File: config.mk
export PLATFORM = sky130hd
export DESIGN_NAME = nscw_ctrl
export DESIGN_NICKNAME = d
export VERILOG_FILES = /design/src/verilog/nscw_pkg.sv /design/src/verilog/nscw_wait_decode.sv /design/src/verilog/nscw_down_counter.sv /design/src/verilog/nscw_ctrl.sv
export SDC_FILE = /design/constraint.sdc
export NUM_CORES = 1
export LEC_CHECK = 0
export BUFFER_PORTS_ARGS = -buffer_cell sky130_fd_sc_hd__buf_2
export CAP_MARGIN = 20
export CORE_ASPECT_RATIO = 1.25
export CORE_MARGIN = 8
export CORE_UTILIZATION = 40
export DETAILED_ROUTE_END_ITERATION = 12
export PLACE_DENSITY = 0.68
export RECOVER_POWER = 50
export SETUP_SLACK_MARGIN = 0.3
export SLEW_MARGIN = 20
export SYNTH_ARGS = -nofsm -noshare
export SYNTH_HDL_FRONTEND = slang
export SYNTH_SLANG_ARGS = --single-unit
File: constraint.sdc
create_clock -name pclk -period 3.13 [get_ports pclk]
set_input_delay 0.313 -clock pclk [delete_from_list [all_inputs] [get_ports pclk]]
set_output_delay 0.313 -clock pclk [all_outputs]
set_load 0.03 [all_outputs]
File: src/verilog/nscw_pkg.sv
// Shared constants for the normal-space wait-cycle controller
`default_nettype none
package nscw_pkg;
	// ==================================================
	// Register map
	localparam int ADDR_W = 8;
	localparam logic [7:0] OFF_AREA2 = 8'h00;
	localparam logic [7:0] OFF_AREA3 = 8'h04;
	localparam logic [7:0] OFF_AREA4 = 8'h08;
	localparam logic [7:0] OFF_AREA5A = 8'h0C;
	localparam logic [7:0] OFF_STATUS = 8'h10;
	// ==================================================
	// Field layout
	localparam int WR_LSB = 7;
	localparam int WM_BIT = 6;
	localparam int SW_LSB = 11;
	localparam int WW_LSB = 16;
	localparam logic [31:0] MASK_AREA23 = 32'h0000_07C0;
	localparam logic [31:0] MASK_AREA45 = 32'h0007_1FC0;
	localparam logic [31:0] RST_WAIT = 32'h0000_0500;
	// ==================================================
	// Counting
	localparam int CNT_W = 5;
endpackage
`default_nettype wire

File: src/verilog/nscw_wait_decode.sv
// Wait code to cycle count translation
`timescale 1ns/10ps
`default_nettype none
module nscw_wait_decode (
	// Codes
	input wire logic [3:0] wr_code,
	input wire logic [2:0] ww_code,
	input wire logic use_ww,
	// Result
	output logic [nscw_pkg::CNT_W-1:0] cycles
);
	always_comb begin
		if (use_ww && ww_code != 3'h0) begin
			cycles = {2'h0, ww_code} - 5'h01;
		end else begin
			case (wr_code)
				4'h7: cycles = 5'h08;
				4'h8: cycles = 5'h0A;
				4'h9: cycles = 5'h0C;
				4'hA: cycles = 5'h0E;
				4'hB: cycles = 5'h12;
				4'hC: cycles = 5'h18;
				// Prohibited codes fall back to the longest wait
				4'hD, 4'hE, 4'hF: cycles = 5'h18;
				default: cycles = {1'h0, wr_code};
			endcase
		end
	end
endmodule
`default_nettype wire

File: src/verilog/nscw_down_counter.sv
// Loadable down counter
`timescale 1ns/10ps
`default_nettype none
module nscw_down_counter #(
	parameter int W = 5
) (
	// Clock and reset
	input wire logic pclk,
	input wire logic presetn,
	// Control
	input wire logic load,
	input wire logic [W-1:0] load_val,
	input wire logic dec,
	// State
	output logic [W-1:0] count,
	output logic zero
);
	logic [W-1:0] next_count;

	always_comb begin
		next_count = count;
		if (load) begin
			next_count = load_val;
		end else if (dec && count != '0) begin
			next_count = count - W'(1);
		end
	end

	always_ff @(posedge pclk or negedge presetn) begin
		if (!presetn) begin
			count <= '0;
		end else begin
			count <= next_count;
		end
	end

	assign zero = (count == '0);
endmodule
`default_nettype wire

File: src/verilog/nscw_ctrl.sv
// Wait-cycle configuration registers and external access sequencer
// What this block does
// - Stretch area 2/3 accesses by 4-bit wait code: 0-6, then 8,10,12,14,18,24.
// - Access wait field resets to 1010 in every wait register.
// - Mask bit 6 clear honours external wait; set ignores it.
// - External wait mask applies even when the wait count is zero.
// - Areas 4/5A writes use 3-bit code; 000 reuses read wait, else 0-6.
// - Areas 4/5A delay strobes after chip select by 0.5 to 3.5 cycles.
// - Reserved bits read zero and ignore writes.
//
// Local design decisions: register access over APB and the address map.
`timescale 1ns/10ps
`default_nettype none
module nscw_ctrl #(
	parameter int AW = 24,
	parameter int DW = 16
) (
	// Clock and reset
	input wire logic pclk,
	input wire logic presetn,
	// APB slave
	input wire logic [nscw_pkg::ADDR_W-1:0] paddr,
	input wire logic psel,
	input wire logic penable,
	input wire logic pwrite,
	input wire logic [31:0] pwdata,
	output logic [31:0] prdata,
	output logic pready,
	output logic pslverr,
	// Access requests
	input wire logic acc_req,
	input wire logic [1:0] acc_area,
	input wire logic acc_write,
	input wire logic [AW-1:0] acc_addr,
	input wire logic [DW-1:0] acc_wdata,
	output logic acc_ready,
	output logic acc_done,
	output logic [DW-1:0] acc_rdata,
	// External memory pins
	output logic [AW-1:0] ext_addr,
	output logic [3:0] area_chip_select_n,
	output logic ext_rd_n,
	output logic ext_we_n,
	output logic [DW-1:0] ext_data_o,
	output logic ext_data_oe_n,
	input wire logic [DW-1:0] ext_data_i,
	input wire logic ext_wait_n
);
	typedef enum logic [2:0] {ST_IDLE, ST_SETUP, ST_STROBE, ST_EXTWAIT, ST_END} nscw_state_e;

	// ==================================================
	// Registers over APB
	logic [31:0] cfg [4];
	logic [31:0] next_cfg [4];
	logic [31:0] rd_val;
	logic [31:0] next_prdata;
	logic hit;
	logic [1:0] idx;
	nscw_state_e state, next_state;
	logic [1:0] lat_area, next_area;
	logic lat_write, next_write;
	logic lat_mask, next_mask;
	logic [1:0] lat_setup, next_setup;

	assign idx = paddr[3:2];
	assign hit = (paddr[7:4] == 4'h0) && (paddr[1:0] == 2'h0);

	always_comb begin
		rd_val = 32'h0000_0000;
		if (hit) begin
			rd_val = cfg[idx];
		end else if (paddr == nscw_pkg::OFF_STATUS) begin
			rd_val = {27'h0, !ext_wait_n && state == ST_EXTWAIT, lat_area, state != ST_IDLE, 1'h0};
		end
		next_prdata = (psel && !penable && !pwrite) ? rd_val : prdata;
		for (int i = 0; i < 4; i++) begin
			next_cfg[i] = cfg[i];
		end
		// Masking keeps reserved bits at zero whatever software writes
		if (psel && penable && pwrite && hit) begin
			next_cfg[idx] = pwdata & (idx[1] ? nscw_pkg::MASK_AREA45 : nscw_pkg::MASK_AREA23);
		end
	end

	always_ff @(posedge pclk or negedge presetn) begin
		if (!presetn) begin
			for (int i = 0; i < 4; i++) begin
				cfg[i] <= nscw_pkg::RST_WAIT;
			end
			prdata <= 32'h0000_0000;
		end else begin
			for (int i = 0; i < 4; i++) begin
				cfg[i] <= next_cfg[i];
			end
			prdata <= next_prdata;
		end
	end

	assign pready = 1'b1;
	assign pslverr = psel && penable && !hit && !(paddr == nscw_pkg::OFF_STATUS && !pwrite);

	// ==================================================
	// Access sequencer
	logic [31:0] sel;
	logic take;
	logic [nscw_pkg::CNT_W-1:0] wait_cycles, wait_count, setup_count;
	logic wait_zero, honour;
	logic [1:0] setup_code;

	assign sel = cfg[acc_area];
	assign take = (state == ST_IDLE) && acc_req;
	// Areas 2 and 3 have no setup field: fixed half cycle
	assign setup_code = acc_area[1] ? sel[nscw_pkg::SW_LSB +: 2] : 2'h0;
	assign honour = !lat_mask && !ext_wait_n;

	nscw_wait_decode u_decode (
		.wr_code(sel[nscw_pkg::WR_LSB +: 4]),
		.ww_code(sel[nscw_pkg::WW_LSB +: 3]),
		.use_ww(acc_write && acc_area[1]),
		.cycles(wait_cycles)
	);

	nscw_down_counter #(.W(nscw_pkg::CNT_W)) u_wait_cnt (
		.pclk(pclk),
		.presetn(presetn),
		.load(take),
		.load_val(wait_cycles),
		.dec(state == ST_STROBE),
		.count(wait_count),
		.zero(wait_zero)
	);

	nscw_down_counter #(.W(nscw_pkg::CNT_W)) u_setup_cnt (
		.pclk(pclk),
		.presetn(presetn),
		.load(take),
		.load_val({3'h0, setup_code}),
		.dec(state == ST_SETUP),
		.count(setup_count),
		.zero()
	);

	always_comb begin
		next_state = state;
		next_area = lat_area;
		next_write = lat_write;
		next_mask = lat_mask;
		next_setup = lat_setup;
		case (state)
			ST_IDLE: begin
				if (take) begin
					next_area = acc_area;
					next_write = acc_write;
					next_mask = sel[nscw_pkg::WM_BIT];
					next_setup = setup_code;
					next_state = (setup_code == 2'h0) ? ST_STROBE : ST_SETUP;
				end
			end
			ST_SETUP: begin
				if (setup_count == 5'h01) begin
					next_state = ST_STROBE;
				end
			end
			ST_STROBE: begin
				if (wait_zero) begin
					next_state = honour ? ST_EXTWAIT : ST_END;
				end
			end
			ST_EXTWAIT: begin
				if (ext_wait_n) begin
					next_state = ST_END;
				end
			end
			ST_END: next_state = ST_IDLE;
			default: next_state = ST_IDLE;
		endcase
	end

	// ==================================================
	// Pin drivers
	logic [3:0] next_cs_n;
	logic [AW-1:0] next_addr;
	logic [DW-1:0] next_wdata, next_rdata;
	logic next_oe_n, strobing, next_rd_n, next_we_n;

	always_comb begin
		next_cs_n = (next_state == ST_IDLE) ? 4'hF : ~(4'h1 << next_area);
		next_addr = take ? acc_addr : ext_addr;
		next_wdata = (take && acc_write) ? acc_wdata : ext_data_o;
		next_oe_n = !(next_state != ST_IDLE && next_write);
		next_rdata = acc_rdata;
		if (!lat_write && next_state == ST_END && (state == ST_STROBE || state == ST_EXTWAIT)) begin
			next_rdata = ext_data_i;
		end
		strobing = (state == ST_STROBE) || (state == ST_EXTWAIT);
		next_rd_n = !(strobing && !lat_write);
		next_we_n = !(strobing && lat_write);
	end

	always_ff @(posedge pclk or negedge presetn) begin
		if (!presetn) begin
			state <= ST_IDLE;
			lat_area <= 2'h0;
			lat_write <= 1'b0;
			lat_mask <= 1'b0;
			lat_setup <= 2'h0;
			area_chip_select_n <= 4'hF;
			ext_addr <= '0;
			ext_data_o <= '0;
			ext_data_oe_n <= 1'b1;
			acc_rdata <= '0;
		end else begin
			state <= next_state;
			lat_area <= next_area;
			lat_write <= next_write;
			lat_mask <= next_mask;
			lat_setup <= next_setup;
			area_chip_select_n <= next_cs_n;
			ext_addr <= next_addr;
			ext_data_o <= next_wdata;
			ext_data_oe_n <= next_oe_n;
			acc_rdata <= next_rdata;
		end
	end

	// Falling edge launch gives the half-cycle offset from chip select
	always_ff @(negedge pclk or negedge presetn) begin
		if (!presetn) begin
			ext_rd_n <= 1'b1;
			ext_we_n <= 1'b1;
		end else begin
			ext_rd_n <= next_rd_n;
			ext_we_n <= next_we_n;
		end
	end

	assign acc_ready = (state == ST_IDLE);
	assign acc_done = (state == ST_END);

	// ==================================================
	// Checks
	logic [5:0] strobe_cycles;
	logic [2:0] pre_cnt;
	logic [nscw_pkg::CNT_W-1:0] lat_wait;

	always_ff @(posedge pclk or negedge presetn) begin
		if (!presetn) begin
			strobe_cycles <= 6'h00;
			pre_cnt <= 3'h0;
			lat_wait <= '0;
		end else begin
			strobe_cycles <= (state == ST_STROBE) ? strobe_cycles + 6'h01 : 6'h00;
			pre_cnt <= (state == ST_SETUP) ? pre_cnt + 3'h1 : 3'h0;
			lat_wait <= take ? wait_cycles : lat_wait;
		end
	end
endmodule
`default_nettype wire

* After elaboration in Yosys (flattened, before gate mapping)
Cells that the tools add are included.
** Storage, ports and cells
- Bits in registers :: 240
- Input bits :: 106
- Output and inout port bits :: 99
- Logic and storage cells :: 125
** Operators by class
- Add/sub/neg operators :: 3
- $lt $le $gt $ge :: 3
- Equal/unequal tests :: 16
- Shifts and indexed selects :: 1
- Muxes and demuxes :: 31
- Bitwise operators :: 4
- Reduce and logical (&&, ||, !) cells :: 49
** Operators with widths (count)
- binary-select mux 32 bit (select 2 bit) :: 2
- bitwise mux 128 bit :: 1
- two-way mux 32 bit :: 4
- demux 32 bit (select 2 bit) :: 1
- two-way mux 19 bit :: 3
- bitwise AND 32 x 19 -> 32 bit :: 1
- equality test 4 bit (second input constant) :: 8
- two-way mux 5 bit :: 6
- one-hot mux 5 bit (6 select lines) :: 1
- logical AND 1 bit :: 23
- two-way mux 3 bit :: 5
- one-hot mux 3 bit (4 select lines) :: 1
- zero test 1 bit :: 10
- nonzero test 5 bit :: 2
- subtractor 5 x 1 -> 5 bit (second input constant) :: 2
- nonzero test 3 bit :: 3
- equality test 8 x 5 -> 1 bit (second input constant) :: 1
- two-way mux 2 bit :: 4
- equality test 3 x 2 -> 1 bit (second input constant) :: 2
- equality test 3 bit (second input constant) :: 2
- >= comparator 3 bit (second input constant) :: 2
- zero test 3 bit :: 2
- NOT 2 -> 3 bit :: 2
- equality test 5 x 1 -> 1 bit (second input constant) :: 1
- 15 further kinds :: 18

* Depth between registers and ports, before layout
- Depth after elaboration :: 12
- Mapped depth :: 9
- Gate-level depth less buffers :: 8

* Cells and area by module
From an unflattened synthesis, not the netlist that was laid out.
** Unflattened totals
- Cell total of the unflattened synthesis :: 516
- Area, all modules :: 6276.0 um^2
** By module, submodules not included
- nscw_ctrl :: times used 1, cells an instance 426, area each 5492.8 um^2, seq. area each 3121.7 um^2
- nscw_down_counter :: times used 2, cells an instance 32, area each 304.0 um^2, seq. area each 125.1 um^2
- nscw_wait_decode :: times used 1, cells an instance 26, area each 175.2 um^2, seq. area each 0.0 um^2

==> results_dict.tcl <==
set metrics [dict create \
    status "finished, violations left" \
    violations "max-capacitance violations, max-slew violations" \
    rsz0062_at_grt "true" \
    leakagePower_nw 3.62 \
    ys_seq_elements 134 \
    postLayoutCoreUtil 0.495 \
    hold_viol_final 0 \
    gr-total-overflow 0 \
    cts_sinks 134 \
    cts_buffers 17 \
    yosysMostFrequentCell "dfrtp_1" \
    path_class "reg2out" \
    dp_hpwl_mm 11.1 \
    max_stage_delay_ns 0.51 \
    ys_types 54 \
    port_buffers 163 \
    slew_headroom -0.102 \
    fillers 1420 \
    clkTransAtPathRegs_ns 0.05 \
    ant_nets 0 \
    drv_slew 75 \
    clock_latency_ns 0.43 \
    drc_errors 0 \
    ios 205 \
    synthesis.area_mm2 0.00620 \
    worstPathRequired_ns 2.82 \
    grt_antenna_before_repair 2 \
    place.gp.congestion 0.778 \
    first_pass_iters 4 \
    cpMaxStageDelayCell "dfstp_2" \
    netlist_top_cells_area "dfrtp_1 48%, mux2_2 10%, mux4_2 6.5%" \
    combinationalPowerShare 0.356 \
    p_clk_frac 0.274 \
    wire_per_inst_um 16.7 \
    syn_to_final_growth_pct 23.0 \
    synth_area_leader_cell "dfrtp_1" \
    fin_ws_ns 0.182 \
    core_mm2 0.0154 \
    cp_max_fo 1 \
    grt_max_degree 75 \
    p_sw_frac 0.388 \
    arrival_ns 2.63 \
    reg2reg_slack_ns 0.52 \
    cp_top_family "flip-flops" \
    setup_violations 0 \
    clock_path_buffers 2 \
    grt_pass1_wl_mm 24.2 \
    synth_ff_type "dfrtp_1" \
    drv_cap 1 \
    start_util 0.403 \
    synth_top_area_frac 0.481 \
    synth_edf_count 0 \
    via_per_inst 4.86 \
    skew_ns 0.0287 \
    ys_async_sr_fraction 1.00 \
    die_h_um 155 \
    vias 4399 \
    tritoncts "yes" \
    startpoint_type "register" \
    max_slew.worst_pin.slew_ns 1.65 \
    htreeDepth 4 \
    dieArea_mm2 0.0198 \
    ys_seq_area_frac 0.544 \
    dpl_worst_slack_ns 0.492 \
    tns_ns 0 \
    internal-power_w 0.00425 \
    critPathBufInv 1 \
    drt_wl_total_mm 15.1 \
    power_density_mw_per_mm2 912 \
    synthTopCellsByCount "119 x dfrtp_1, 104 x nand2_1, 55 x mux2_2" \
    layout.nets 792 \
    synth.avg_cell_area_um2 12.0 \
    syn_inst 515 \
    grt_pass1_vias 4776 \
    endpoint_kind "primary output" \
    yosysWarnings 0 \
    pwr-share-seq 0.370 \
    die_w_um 127 \
    netSwitchingPower_w 0.00270 \
    fp-row-count 51 \
    drive_gt1_frac 0.321 \
    path_cells "buf_6" \
    drtIter0Drc 155 \
    cts_root_buffer "clkbuf_16" \
    track_usage 0.156 \
    hp-class "in2reg" \
    ir_worst_vdd_v 0.000313 \
]
==> what timing repair did <==
action,in CTS,in global routing
gates resized for setup,4,0
setup buffers,0,0
hold buffers,1,0
setup endpoints to repair,2,2
hold endpoints to repair,7,0
cloned,0,0
==> sequential cells by signal (all words and copies together), names as in the netlist, 2 cells and up <==
register / count
state: 3
prdata: 14
ext_data_o: 16
u_setup_cnt.count: 5
u_wait_cnt.count: 5
ext_addr: 24
acc_rdata: 16
area_chip_select_n: 4
cfg: 40
lat_area: 2
==> cell families after synthesis <==
logic type      synth area share
mux                        0.196
flops                      0.544
simple gates               0.141
other cells              0.00121
xor+xnor                 0.00848
fa+ha+maj                 0.0141
buf+inv                   0.0493
compound gates            0.0456
==> cell usage in the layout, fill, tap and decap left out, types with 13 or more instances in the layout <==
cell / instances
clkbuf_1: 83
clkbuf_16: 17
o21ai_0: 14
inv_1: 13
nand2_1: 104
buf_2: 86
dfstp_2: 15
mux4_2: 18
nand2b_1: 15
dfrtp_1: 119
mux2_2: 55
conb_1: 19
nor2_1: 14
==> power by group through the flow <==
stage	Sequential, W	Clock, W	Combinational [W]
6_report	0.00257	0.00190	0.00248
5_1_grt	0.00264	0.00204	0.00271
4_1_cts	0.00256	0.00197	0.00262
3_5_place_dp	0.00259	0.00000600	0.00259
3_3_place_gp	0.00255	0.00000600	0.00254
2_1_floorplan	0.00331	0.00000600	0.00111
==> path summary, 6_finish.rpt <==
kind	startpoint	end	depth (start not counted)
setup / recovery	ext_we_n$_DFF_NN1_	ext_we_n	1
hold / removal	acc_addr[12]	ext_addr[12]$_DFFE_PN0N_	3
setup reg to reg	u_wait_cnt.count[0]$_DFFE_PN0P_	acc_rdata[7]$_DFFE_PN0P_	6
hold reg to reg	ext_addr[12]$_DFFE_PN0N_	ext_addr[12]$_DFFE_PN0N_	2
max in group asynchronous	presetn	cfg[18]$_DFFE_PN0P_	3
min in group asynchronous	presetn	prdata[1]$_DFFE_PN0P_	2
==> layout make-up <==
cell class | count | area [um^2] | area share
Antenna cell | 1 | 2.50 | 0.000328
Clock buffer | 24 | 462 | 0.0606
Clock inverter | 10 | 108 | 0.0141
Inverter | 11 | 41.3 | 0.00542
Multi-Input combinational cell | 343 | 2590 | 0.340
Sequential cell | 134 | 3370 | 0.443
Tap cell | 212 | 265 | 0.0348
Timing Repair Buffer | 170 | 779 | 0.102
==> per-stage QoR <==
step                hold WS [ns]  power, W  instances  area (um^2)
global route              0.0790   0.00740        905         7620
finish                    0.0925   0.00695        905         7620
detailed placement         0.139   0.00519        870         7140
floorplan                 0.0174   0.00442        532         6260
CTS                       0.0725   0.00715        904         7730
global placement           0.136   0.00509        870         7140
==> per-layer routing <==
layer	share of wire	wire, um	global-route usage
met5	0.00060	9	0
met4	0.016	248	0.0562
met3	0.064	968	0.0524
met2	0.52	7820	0.271
met1	0.40	6050	0.173
(Power assumes the default switching activity.)
